[src/inc/pead_pkg.sv]
/*
  constants for the phy event and negotiation diagnostic block.
  assumes a single 50 MHz core clock and 16-bit management registers.
*/
package pead_pkg;
  // ==========================================================
  // register map
  localparam logic [4:0]  EVT_REG_ADDR   = 5'h11;
  localparam logic [4:0]  DIAG_REG_ADDR  = 5'h12;
  localparam logic [15:0] EVT_RESET      = 16'h0000;
  localparam logic [15:0] DIAG_RESET     = 16'h0000;
  localparam int          NUM_EVENTS     = 8;
  localparam int          ENABLE_LSB     = 8;
  // ==========================================================
  // event flag positions
  localparam int BIT_NEG_DONE    = 0;
  localparam int BIT_RFAULT      = 1;
  localparam int BIT_LINK_CHANGE = 2;
  localparam int BIT_PARTNER_ACK = 3;
  localparam int BIT_PDF         = 4;
  localparam int BIT_PAGE_RCVD   = 5;
  localparam int BIT_RX_ERROR    = 6;
  localparam int BIT_JABBER      = 7;
  // ==========================================================
  // diagnostic field positions
  localparam int DIAG_RX_LOCK    = 8;
  localparam int DIAG_RX_SIGNAL  = 9;
  localparam int DIAG_RATE_100   = 10;
  localparam int DIAG_FULL_RESOLVED_FULL_DUPLEX  = 11;
  localparam int DIAG_NEG_FAILED = 12;
endpackage

[src/core/pead_event_latch.sv]
/*
  eight sticky event flags with clear-on-read; a new event wins over clear.
  assumes event pulses synchronous to core_clk.
*/
module pead_event_latch #(
  parameter int WIDTH = 8
) (
  // clock and reset
  input  wire logic             core_clk,
  input  wire logic             rst_n,
  // control
  input  wire logic [WIDTH-1:0] eventIn,
  input  wire logic             clearReq,
  // state
  output logic      [WIDTH-1:0] flags
);
  // refuse an empty flag vector at elaboration
  if (WIDTH < 1) begin : gWidthCheck
    $error("WIDTH must be positive");
  end

  logic [WIDTH-1:0] flag_reg;
  logic [WIDTH-1:0] flag_next;

  always_comb begin
    flag_next = (clearReq ? '0 : flag_reg) | eventIn;
  end

  always_ff @(posedge core_clk) begin
    if (!rst_n) begin
      flag_reg <= '0;
    end else begin
      flag_reg <= flag_next;
    end
  end

  assign flags = flag_reg;
endmodule // pead_event_latch

[src/core/pead_link_edge.sv]
/*
  detects link status falling from ok to fail, one-cycle pulse.
  assumes linkOk synchronous to core_clk.
*/
module pead_link_edge (
  // clock and reset
  input  wire logic core_clk,
  input  wire logic rst_n,
  // link
  input  wire logic linkOk,
  output logic      linkFail
);
  logic prev_reg;
  logic prev_next;

  always_comb begin
    prev_next = linkOk;
  end

  always_ff @(posedge core_clk) begin
    if (!rst_n) begin
      prev_reg <= 1'b0;
    end else begin
      prev_reg <= prev_next;
    end
  end

  assign linkFail = prev_reg & ~linkOk;
endmodule // pead_link_edge

[src/core/pead_event_diag.sv]
/*
  phy event/interrupt register and auto-negotiation diagnostic register.
  the event register holds eight read-clear event flags in its low byte
  and their interrupt enables in its high byte; the diagnostic register
  reports the outcome of the last negotiation and the receiver status.
  assumes a simple synchronous management register port driven by the
  mii management serial engine: one-cycle read/write strobes with address,
  read data registered and held until the next read.
  assumes event pulses, link status and status levels synchronous to
  core_clk; a level held high on an event input keeps its flag set.
  the drop of linkOk itself, not the fail level, sets the link-change
  flag, so a link that stays down raises it only once.
*/
module pead_event_diag
  import pead_pkg::*;
(
  // clock and reset
  input  wire logic        core_clk,
  input  wire logic        rst_n,
  // management register port
  input  wire logic [4:0]  regAddr,
  input  wire logic        regRead,
  input  wire logic        regWrite,
  input  wire logic [15:0] regWdata,
  output logic      [15:0] regRdata,
  // phy event pulses and link status
  input  wire logic        jabberEvent,
  input  wire logic        rxErrorEvent,
  input  wire logic        pageRcvdEvent,
  input  wire logic        parDetectFaultEvent,
  input  wire logic        partnerAckEvent,
  input  wire logic        linkOk,
  input  wire logic        remoteFaultEvent,
  input  wire logic        negotiationDoneEvent,
  input  wire logic        negotiationFailEvent,
  // phy status levels
  input  wire logic        resolvedFullDuplex,
  input  wire logic        resolved100,
  input  wire logic        rxSignalDetected,
  input  wire logic        rxPllLocked,
  // interrupt toward mac raw interrupt status
  output logic             phyIrq
);
  import pead_pkg::*;

  // ==========================================================
  // helpers
  // all helpers are constant-safe so the elaboration checks can use them
  // a strobe hits a register when its address matches
  function automatic logic regHit(
    input logic       strobe,
    input logic [4:0] addr,
    input logic [4:0] target
  );
    return strobe & (addr == target);
  endfunction

  // one bit set at every event flag position
  function automatic logic [15:0] flagPositions();
    logic [15:0] mask;
    mask                  = '0;
    mask[BIT_NEG_DONE]    = 1'b1;
    mask[BIT_RFAULT]      = 1'b1;
    mask[BIT_LINK_CHANGE] = 1'b1;
    mask[BIT_PARTNER_ACK] = 1'b1;
    mask[BIT_PDF]         = 1'b1;
    mask[BIT_PAGE_RCVD]   = 1'b1;
    mask[BIT_RX_ERROR]    = 1'b1;
    mask[BIT_JABBER]      = 1'b1;
    return mask;
  endfunction

  // one bit set at every diagnostic field position
  function automatic logic [15:0] diagPositions();
    logic [15:0] mask;
    mask                  = '0;
    mask[DIAG_RX_LOCK]    = 1'b1;
    mask[DIAG_RX_SIGNAL]  = 1'b1;
    mask[DIAG_RATE_100]   = 1'b1;
    mask[DIAG_FULL_RESOLVED_FULL_DUPLEX]  = 1'b1;
    mask[DIAG_NEG_FAILED] = 1'b1;
    return mask;
  endfunction

  // read word of the event register: enables above, flags below
  function automatic logic [15:0] eventWord(
    input logic [NUM_EVENTS-1:0] enables,
    input logic [NUM_EVENTS-1:0] pending
  );
    logic [15:0] word;
    word                           = EVT_RESET;
    word[ENABLE_LSB +: NUM_EVENTS] = enables;
    word[NUM_EVENTS-1:0]           = pending;
    return word;
  endfunction

  // diagnostic word: sticky failure and live negotiation outcome; the
  // upper three and lower eight bits stay at their reset value of zero
  function automatic logic [15:0] diagnosticWord(
    input logic failed,
    input logic fullDuplex,
    input logic rate100,
    input logic signalSeen,
    input logic pllLocked
  );
    logic [15:0] word;
    word                  = DIAG_RESET;
    word[DIAG_NEG_FAILED] = failed;
    word[DIAG_FULL_RESOLVED_FULL_DUPLEX]  = fullDuplex;
    word[DIAG_RATE_100]   = rate100;
    word[DIAG_RX_SIGNAL]  = signalSeen;
    word[DIAG_RX_LOCK]    = pllLocked;
    return word;
  endfunction

  // ==========================================================
  // elaboration checks
  // the ports and the read word are fixed at sixteen bits with one byte
  // of flags; refuse constants that no longer fit that shape
  if (NUM_EVENTS != 8) begin : gEventCount
    $error("event count must match the eight event ports");
  end
  if (ENABLE_LSB + NUM_EVENTS > $bits(regRdata)) begin : gEnableFit
    $error("enable field does not fit the register word");
  end
  if (ENABLE_LSB < NUM_EVENTS) begin : gEnableOverlap
    $error("enable field overlaps the flag byte");
  end
  if (flagPositions() != 16'h00ff) begin : gFlagField
    $error("event flags must fill the low byte once each");
  end
  if ((diagPositions() & 16'h00ff) != 16'h0000) begin : gDiagLow
    $error("diagnostic fields must stay out of the low byte");
  end
  if ($countones(diagPositions()) != 5) begin : gDiagField
    $error("diagnostic fields must not share a bit");
  end
  if (EVT_REG_ADDR == DIAG_REG_ADDR) begin : gAddrClash
    $error("event and diagnostic registers share an address");
  end
  if (EVT_RESET[NUM_EVENTS-1:0] != '0) begin : gFlagReset
    $error("event flags always reset to zero");
  end
  if ((DIAG_RESET & ~diagPositions()) != 16'h0000) begin : gDiagReset
    $error("unused diagnostic bits must reset to zero");
  end

  // ==========================================================
  // decode
  logic evtRead;
  logic evtWrite;
  logic diagRead;

  always_comb begin
    evtRead  = regHit(regRead, regAddr, EVT_REG_ADDR);
    // a read and a write together count as a read only
    evtWrite = regHit(regWrite & ~regRead, regAddr, EVT_REG_ADDR);
    diagRead = regHit(regRead, regAddr, DIAG_REG_ADDR);
  end

  // ==========================================================
  // event flags
  logic       linkFail;
  logic [7:0] events;
  logic [7:0] flags;

  pead_link_edge u_link_edge (
    .core_clk (core_clk),
    .rst_n    (rst_n),
    .linkOk   (linkOk),
    .linkFail (linkFail)
  );

  always_comb begin
    events                  = '0;
    events[BIT_JABBER]      = jabberEvent;
    events[BIT_RX_ERROR]    = rxErrorEvent;
    events[BIT_PAGE_RCVD]   = pageRcvdEvent;
    events[BIT_PDF]         = parDetectFaultEvent;
    events[BIT_PARTNER_ACK] = partnerAckEvent;
    events[BIT_LINK_CHANGE] = linkFail;
    events[BIT_RFAULT]      = remoteFaultEvent;
    events[BIT_NEG_DONE]    = negotiationDoneEvent;
  end

  pead_event_latch #(
    .WIDTH (NUM_EVENTS)
  ) u_event_latch (
    .core_clk (core_clk),
    .rst_n    (rst_n),
    .eventIn  (events),
    .clearReq (evtRead),
    .flags    (flags)
  );

  // ==========================================================
  // interrupt enables
  // written as the high byte of the event register
  logic [NUM_EVENTS-1:0] enable_reg;
  logic [NUM_EVENTS-1:0] enable_next;

  always_comb begin
    enable_next = enable_reg;
    if (evtWrite) begin
      // the flag byte of a write is dropped: flags only clear by reading
      enable_next = regWdata[ENABLE_LSB +: NUM_EVENTS];
    end
  end

  always_ff @(posedge core_clk) begin
    if (!rst_n) begin
      enable_reg <= EVT_RESET[ENABLE_LSB +: NUM_EVENTS];
    end else begin
      enable_reg <= enable_next;
    end
  end

  // ==========================================================
  // negotiation failure, sticky until the diagnostic read
  logic negFail_reg;
  logic negFail_next;

  always_comb begin
    // a failure in the cycle of the clearing read stays latched
    negFail_next = (diagRead ? 1'b0 : negFail_reg)
                   | negotiationFailEvent;
  end

  always_ff @(posedge core_clk) begin
    if (!rst_n) begin
      negFail_reg <= DIAG_RESET[DIAG_NEG_FAILED];
    end else begin
      negFail_reg <= negFail_next;
    end
  end

  // ==========================================================
  // read data, held until the next read
  logic [15:0] rdata_reg;
  logic [15:0] rdata_next;

  always_comb begin
    rdata_next = rdata_reg;
    if (evtRead) begin
      rdata_next = eventWord(enable_reg, flags);
    end else if (diagRead) begin
      rdata_next = diagnosticWord(negFail_reg, resolvedFullDuplex,
                                  resolved100, rxSignalDetected,
                                  rxPllLocked);
    end else if (regRead) begin
      // unmapped addresses read as zero
      rdata_next = '0;
    end
  end

  always_ff @(posedge core_clk) begin
    if (!rst_n) begin
      rdata_reg <= DIAG_RESET;
    end else begin
      rdata_reg <= rdata_next;
    end
  end

  // ==========================================================
  // interrupt toward the mac, one cycle behind the flags
  // a flag cleared by a read drops the interrupt one cycle later
  logic irq_reg;
  logic irq_next;

  always_comb begin
    irq_next = |(flags & enable_reg);
  end

  always_ff @(posedge core_clk) begin
    if (!rst_n) begin
      irq_reg <= 1'b0;
    end else begin
      irq_reg <= irq_next;
    end
  end

  assign regRdata = rdata_reg;
  assign phyIrq   = irq_reg;
endmodule // pead_event_diag

[config.mk]
export PLATFORM = sky130hd
export DESIGN_NAME = pead_event_diag
export DESIGN_NICKNAME = d
export VERILOG_FILES = /design/src/inc/pead_pkg.sv /design/src/core/pead_event_latch.sv /design/src/core/pead_link_edge.sv /design/src/core/pead_event_diag.sv
export SDC_FILE = /design/constraint.sdc
export NUM_CORES = 1
export LEC_CHECK = 0
export BUFFER_PORTS_ARGS = -buffer_cell sky130_fd_sc_hd__buf_2
export CAP_MARGIN = 0
export CORE_MARGIN = 1.5
export CORE_UTILIZATION = 43
export CTS_CLUSTER_SIZE = 28
export DETAILED_ROUTE_END_ITERATION = 8
export GPL_ROUTABILITY_DRIVEN = 0
export PLACE_DENSITY_LB_ADDON = 0.05
export RECOVER_POWER = 50
export SLEW_MARGIN = 0
export SYNTH_ARGS = -nofsm -noshare
export SYNTH_HDL_FRONTEND = slang
export SYNTH_HIERARCHICAL = 1
export SYNTH_SLANG_ARGS = --single-unit
[constraint.sdc]
create_clock -name core_clk -period 1.6 [get_ports core_clk]
set_clock_uncertainty 0.15 [all_clocks]
set_input_delay 0.32 -clock core_clk [delete_from_list [all_inputs] [get_ports core_clk]]
set_output_delay 0.32 -clock core_clk [all_outputs]
set_load 0.01 [all_outputs]
==> results of run 1 <==
==> Yosys cell counts, drive strengths merged <==
cell,n
dfxtp,35
nor3b,1
a21oi,11
nor2b,10
a41oi,1
and3,1
o21ai,5
clkbuf,8
and4b,1
buf,5
o21a,9
a22oi,4
inv,2
and2,1
mux2i,8
nand2,16
nand3,10
nand4,11
and2b,1
nand2b,11
a31oi,6
==> worst min path at each step <==
stage	to	slack (ps)
5_1_grt	u_event_latch/flags[1]	30
3_3_place_gp	regRdata[5]	300
6_report	u_event_latch/flags[1]	40
4_1_cts	u_event_latch/flags[1]	30
3_5_place_dp	regRdata[4]	310
2_1_floorplan	u_event_latch/flags[0]	290
==> through the flow <==
stage | cells | TNS (ps) | cell area, um^2
3_5_place_dp | 242 | -1.53 | 1730
5_1_grt | 250 | 0 | 1790
6_report | 250 | 0 | 1790
2_1_floorplan | 157 | 0 | 1440
4_1_cts | 250 | 0 | 1800
3_3_place_gp | 242 | 0 | 1730
==> power groups by stage <==
stage / combinational (W) / sequential, W / clock, W
6_report: 0.000146 / 0.000914 / 0.000537
4_1_cts: 0.000152 / 0.000914 / 0.000560
3_5_place_dp: 0.000151 / 0.000934 / 0
5_1_grt: 0.000165 / 0.000917 / 0.000593
3_3_place_gp: 0.000145 / 0.000933 / 0
2_1_floorplan: 0.0000830 / 0.000931 / 0
==> worst register-to-register path, stage by stage (launching register included) <==
cell and delay (ps):
dfxtp_1 410, a22oi_1 110, a41oi_1 200
==> cells by family after synthesis <==
group / Yosys count / share of synthesized area
compound gates: 36 / 0.156
buf+inv: 15 / 0.0488
flops: 35 / 0.488
mux: 8 / 0.0558
simple gates: 63 / 0.252
==> layout by cell type (no fill, tap or decap), drive strengths merged <==
cell and count:
nand4 11, and2b 1, o21ai 5, nor2b 10, nand2 16, clkbuf 10
inv 2, dfxtp 35, and4b 1, o21a 9, and3 1, nand3 10
a22oi 4, a21oi 11, buf 52, mux2i 8, a41oi 1, a31oi 6
and2 1, nor3b 1, nand2b 11
==> area by class of cell <==
class	instances	share of cell area
Inverter	2	0.00420
Tap cell	44	0.0308
Clock buffer	8	0.0385
Multi-Input combinational cell	107	0.369
Sequential cell	35	0.392
Timing Repair Buffer	54	0.165
==> layer usage <==
metal  vias up  part of all wire  wire length [um]  GRT usage
met5         -                 0                 0          0
li1        650                 -                 -          -
met2        37              0.49              1580      0.349
met1       574              0.45              1430      0.226
met3         5             0.048               155     0.0704
met4         0             0.012                39     0.0652
==> results.tsv, run 1 <==
stage	metric	value	unit
layout	multi-input logic area	659	um^2
global_routing	global-route wire length before repair	5310	um
synthesis	sequential element share of the synthesized area	0.488	
clocking	CTS Buf Count	5	
worst_setup_path	Crit. End Element	flip-flop	
worst_setup_path	Buffers & Inverters on Critical Path	2	
die	die span in y	60.8	um
drt	routed len/inst	12.8	um
clocking	Worst-Skew Late Latency	330	ps
worst_setup_path	r2r setup slk	660	ps
clocking	CTS resizes	0	
layout	FF+latch area	701	um^2
drt	DRC Markers	0	
power	P_int	0.00123	W
synthesis	Avg Cell Area, Syn	9.15	um^2
synthesis	post-synth net total	195	
layout	Area growth syn-to-layout	24.4	%
hold_path	Hold Path Depth	2	
global_routing	initial antenna violation count	0	
clocking	clock slew at reported path FFs	100	ps
synthesis	synthesized instance count	157	
clocking	CTS Buffer Depth	2	
timing	Final Cycle Share	0.835	
synthesis	Synth Cell Area	0.00144	mm^2
power	Clk network pwr share	0.337	
placement	IO buf count	46	
worst_setup_path	critical path startpoint category	input pin	
timing	Max transition margin	0.705	
placement	pre-CTS WS	-1.53	ps
worst_setup_path	CP Data Required Time	1690	ps
drt	DR vias/cell	5.06	
die	total core area	0.00310	mm^2
hold_path	hold path startpoint	remoteFaultEvent	
die	IO Count	55	
power	sequential power share	0.572	
status	status	finished, final reports clean	
power	combinational share of power	0.091	
clocking	CTS tree	yes	
power	P_leak	0.732	nW
hold_path	Hold Path Class	input pin to flip-flop	
job	Max Cap Viol	0	
clocking	post-CTS setup buffers	0	
worst_setup_path	R2R depth	2	
power	Pwr Density	894	mW/mm^2
worst_setup_path	critical path endpoint	negFail_reg	
timing	Worst Max-Slew Pin Slew	442	ps
worst_setup_path	critical path's slowest cell	clkbuf_1	
worst_setup_path	crit-path max cell delay	400	ps
timing	Fmax achieved	748	MHz
die	die footprint	0.00370	mm^2
timing	Hold Violations, Final	0	
synthesis	Ys Warns	6	
synthesis	Distinct cells, synth	23	
worst_setup_path	RR Startpoint	enable_reg[4]	
clocking	Hold Buf Count CTS	0	
die	Row Count	20	
timing	post-layout min period	1340	ps
synthesis	Synth top area share	0.488	
timing	RSZ-0062 raised after global routing	false	
drt	DR vias	1266	
power	Net Sw Power	0.000370	W
synthesis	top post-synthesis cells by area	dfxtp_1, mux2i_1, nand2b_1	
synthesis	synthesized flop and latch total	35	
global_routing	number of global-route vias before repair	1216	
global_routing	Global Route Usage Sum	0.199	
clocking	htree depth	2	
worst_setup_path	CP Class	input pin to flip-flop	
worst_setup_path	worst setup path startpoint	regAddr[3]	
layout	layout cell share with drive strength beyond 1	0.301	
timing	final setup margin	263	ps
worst_setup_path	Worst path depth	5	
placement	DP HPWL	2430	um
layout	fin nets	243	
layout	FILL cells	324	
global_routing	largest net degree at the start of global routing	20	
drt	DR iter-0 viols	41	
layout	max reg flops	16	
power	switching part of the total power	0.232	
layout	Final Core Density	0.576	
timing	final setup vio count	0	
clocking	Clock Sink Count	35	
worst_setup_path	critical path arrival	1420	ps
worst_setup_path	cell family with most CP delay	buffers and inverters	
drt	final wirelength	3210	um
die	Die Wd	60.8	um
timing	worst hold slack	40.8	ps
worst_setup_path	critical-path maximum fanout	11	
worst_setup_path	CP cell instances	buf_2 -> nor3b_2 -> clkbuf_1 -> a31oi_1 -> o21a_1	
synthesis	Synth area leader	dfxtp_1	
power	Peak VDD IR	0.510	mV
power	Final Power	0.00160	W
timing	max-slew violation count	0	
global_routing	gr ovfl total	0	
clocking	clock root buffer	clkbuf_4	
die	Starting Density	0.463	
layout	diode count	0	
drt	antenna-violating nets left	0	
drt	first drt pass iteration count	4	
worst_setup_path	r2r endpoint	phyIrq	
Power figures use the tool's default switching activity.
==> run 2, diff against run 1 <==
Clock period 1.6 ns to 1.15 ns, I/O delays scaled along.
==> run 2 against run 1 <==
The flow now finishes with violations (setup timing); sequential power grew 40%; global-route usage grew 1.4 points; clock power grew 68%; critical path depth shrank 4; critical path type is now flip-flop to output pin; largest power group unchanged; highest routed layer unchanged.
==> results.tsv, run 2 (synthesized netlist as in run 1, its figures left out) <==
stage	metric	value	unit	change
status	status	complete, but fails checks		
status	failing checks	setup timing		
die	Starting Density	0.463		unchanged
layout	FF+latch area	722	um^2	+3.0%
global_routing	number of global-route vias before repair	1350		+11%
layout	Area growth syn-to-layout	50.3	%	
worst_setup_path	Buffers & Inverters on Critical Path	1		-1
layout	fin nets	264		+8.6%
drt	routed len/inst	12.7	um	-0.84%
global_routing	largest net degree at the start of global routing	33		+65%
worst_setup_path	Crit. End Element	output pin		
timing	worst hold slack	19.3	ps	-21.5 ps
drt	DRC Markers	0		unchanged
drt	antenna-violating nets left	0		unchanged
timing	final setup vio count	10		+10
die	Die Wd	60.8	um	unchanged
global_routing	Global Route Usage Sum	0.213		+0.0137
timing	Fmax achieved	863	MHz	
placement	# placed instances	246		+1.7%
clocking	CTS Buffer Depth	2		unchanged
placement	DP HPWL	2510	um	+3.2%
clocking	Clock Sink Count	35		unchanged
power	Peak VDD IR	0.810	mV	+59%
power	P_leak	0.867	nW	+18%
drt	DR vias/cell	5.03		-0.75%
placement	IO buf count	46		unchanged
worst_setup_path	cell family with most CP delay	flip-flops		
global_routing	initial antenna violation count	0		unchanged
clocking	clock slew at reported path FFs	110	ps	about the same
layout	FILL cells	272		-16%
hold_path	Hold Path Class	input pin to flip-flop		
worst_setup_path	crit-path max cell delay	340	ps	-60 ps
clocking	clock root buffer	clkbuf_4		
timing	Final Cycle Share	1.01		
worst_setup_path	critical path arrival	780	ps	-640 ps
job	Max Cap Viol	0		unchanged
timing	Final TNS setup	-45.0	ps	-45.0 ps
clocking	Worst-Skew Late Latency	320	ps	about the same
die	die span in y	60.8	um	unchanged
power	Final Power	0.00245	W	+54%
layout	leading cell types in the layout, fill and taps excluded	buf_2, dfxtp_1, buf_6, dfxtp_2		
drt	DR vias	1362		+7.6%
layout	multi-input logic area	663	um^2	+0.57%
power	Pwr Density	1140	mW/mm^2	+27%
clocking	htree depth	2		unchanged
drt	DR iter-0 viols	70		+71%
timing	Max transition margin	0.833		+0.127
clocking	CTS Buf Count	5		unchanged
layout	diode count	0		unchanged
drt	final wirelength	3450	um	+7.5%
layout	Cell Count, Final, Fillers Out	271		+8.4%
layout	layout cell share with drive strength beyond 1	0.388		+0.0867
worst_setup_path	critical path startpoint category	flip-flop		
timing	RSZ-0062 raised after global routing	true		
worst_setup_path	CP Data Required Time	770	ps	-920 ps
timing	max-slew violation count	0		unchanged
global_routing	gr ovfl total	0		unchanged
die	IO Count	55		unchanged
die	total core area	0.00310	mm^2	unchanged
layout	commonest non-fill, non-tap cell in the layout	buf_2		
timing	post-layout min period	1160	ps	
die	die footprint	0.00370	mm^2	unchanged
worst_setup_path	CP cell instances	buf_6		
timing	final setup margin	-8.88	ps	-272 ps
clocking	CTS tree	yes		
worst_setup_path	critical-path maximum fanout	2		-9
worst_setup_path	CP Class	flip-flop to output pin		
die	Row Count	20		unchanged
drt	first drt pass iteration count	4		unchanged
timing	Hold Violations, Final	0		unchanged
layout	max reg flops	16		unchanged
worst_setup_path	critical path's slowest cell	dfxtp_2		
global_routing	global-route wire length before repair	5780	um	+8.8%
timing	Worst Max-Slew Pin Slew	250	ps	-192 ps
[run 2: routing by layer]
layer | track usage | vias up | part of all wire
met4 | 0.0839 | 0 | 0.0049
met2 | 0.393 | 38 | 0.54
met1 | 0.240 | 633 | 0.42
met5 | 0 | - | 0
li1 | - | 689 | -
met3 | 0.0384 | 2 | 0.035
[run 2: power breakdown]
group / switching, W / internal (W) / leakage, nW
clock: 0.000388 / 0.000514 / 0.0482
combinational: 0.000112 / 0.000164 / 0.524
sequential: 0.0000274 / 0.00125 / 0.294
[run 2: area by class of cell]
class | count | area share
clock buffers | 6 | 0.0238
clock inverters | 2 | 0.0162
inverters | 2 | 0.00348
multi-input cells | 107 | 0.307
flip-flops and latches | 35 | 0.334
well taps | 44 | 0.0255
repair buffers | 75 | 0.289
[run 2: final timing paths]
kind	start	endpoint	slack, ps	depth (start not counted)
setup reg to reg	u_event_latch/flags[4]	phyIrq	200	2
hold / removal	regWdata[8]	enable_reg[0]	20	3
setup / recovery	regRdata[7]	regRdata[7]	-9	1
hold reg to reg	regRdata[1]	regRdata[1]	330	2
[run 2: per-stage QoR]
| stage | area, um^2 | util | setup WS (ps) |
|---|---|---|---|
| 2_1_floorplan | 1450 | - | -170 |
| 3_3_place_gp | 1780 | 0.573 | -236 |
| 3_5_place_dp | 1780 | 0.573 | -290 |
| 4_1_cts | 2140 | 0.690 | -27.9 |
| 5_1_grt | 2160 | 0.696 | -60.4 |
| 6_report | 2160 | 0.696 | -8.88 |
[run 2: what timing repair did]
action | CTS | global route
gates resized for setup | 34 | 3
pin swaps | 0 | 2
hold endpoints to repair | 14 | 2
buffers inserted | 1 | 1
setup endpoints to repair | 17 | 26
hold buffers | 14 | 2
[run 2: tightest hold or removal path, cell delays in order]
cell and delay, ps:
buf_2 90, nand2_1 60, mux2i_1 60
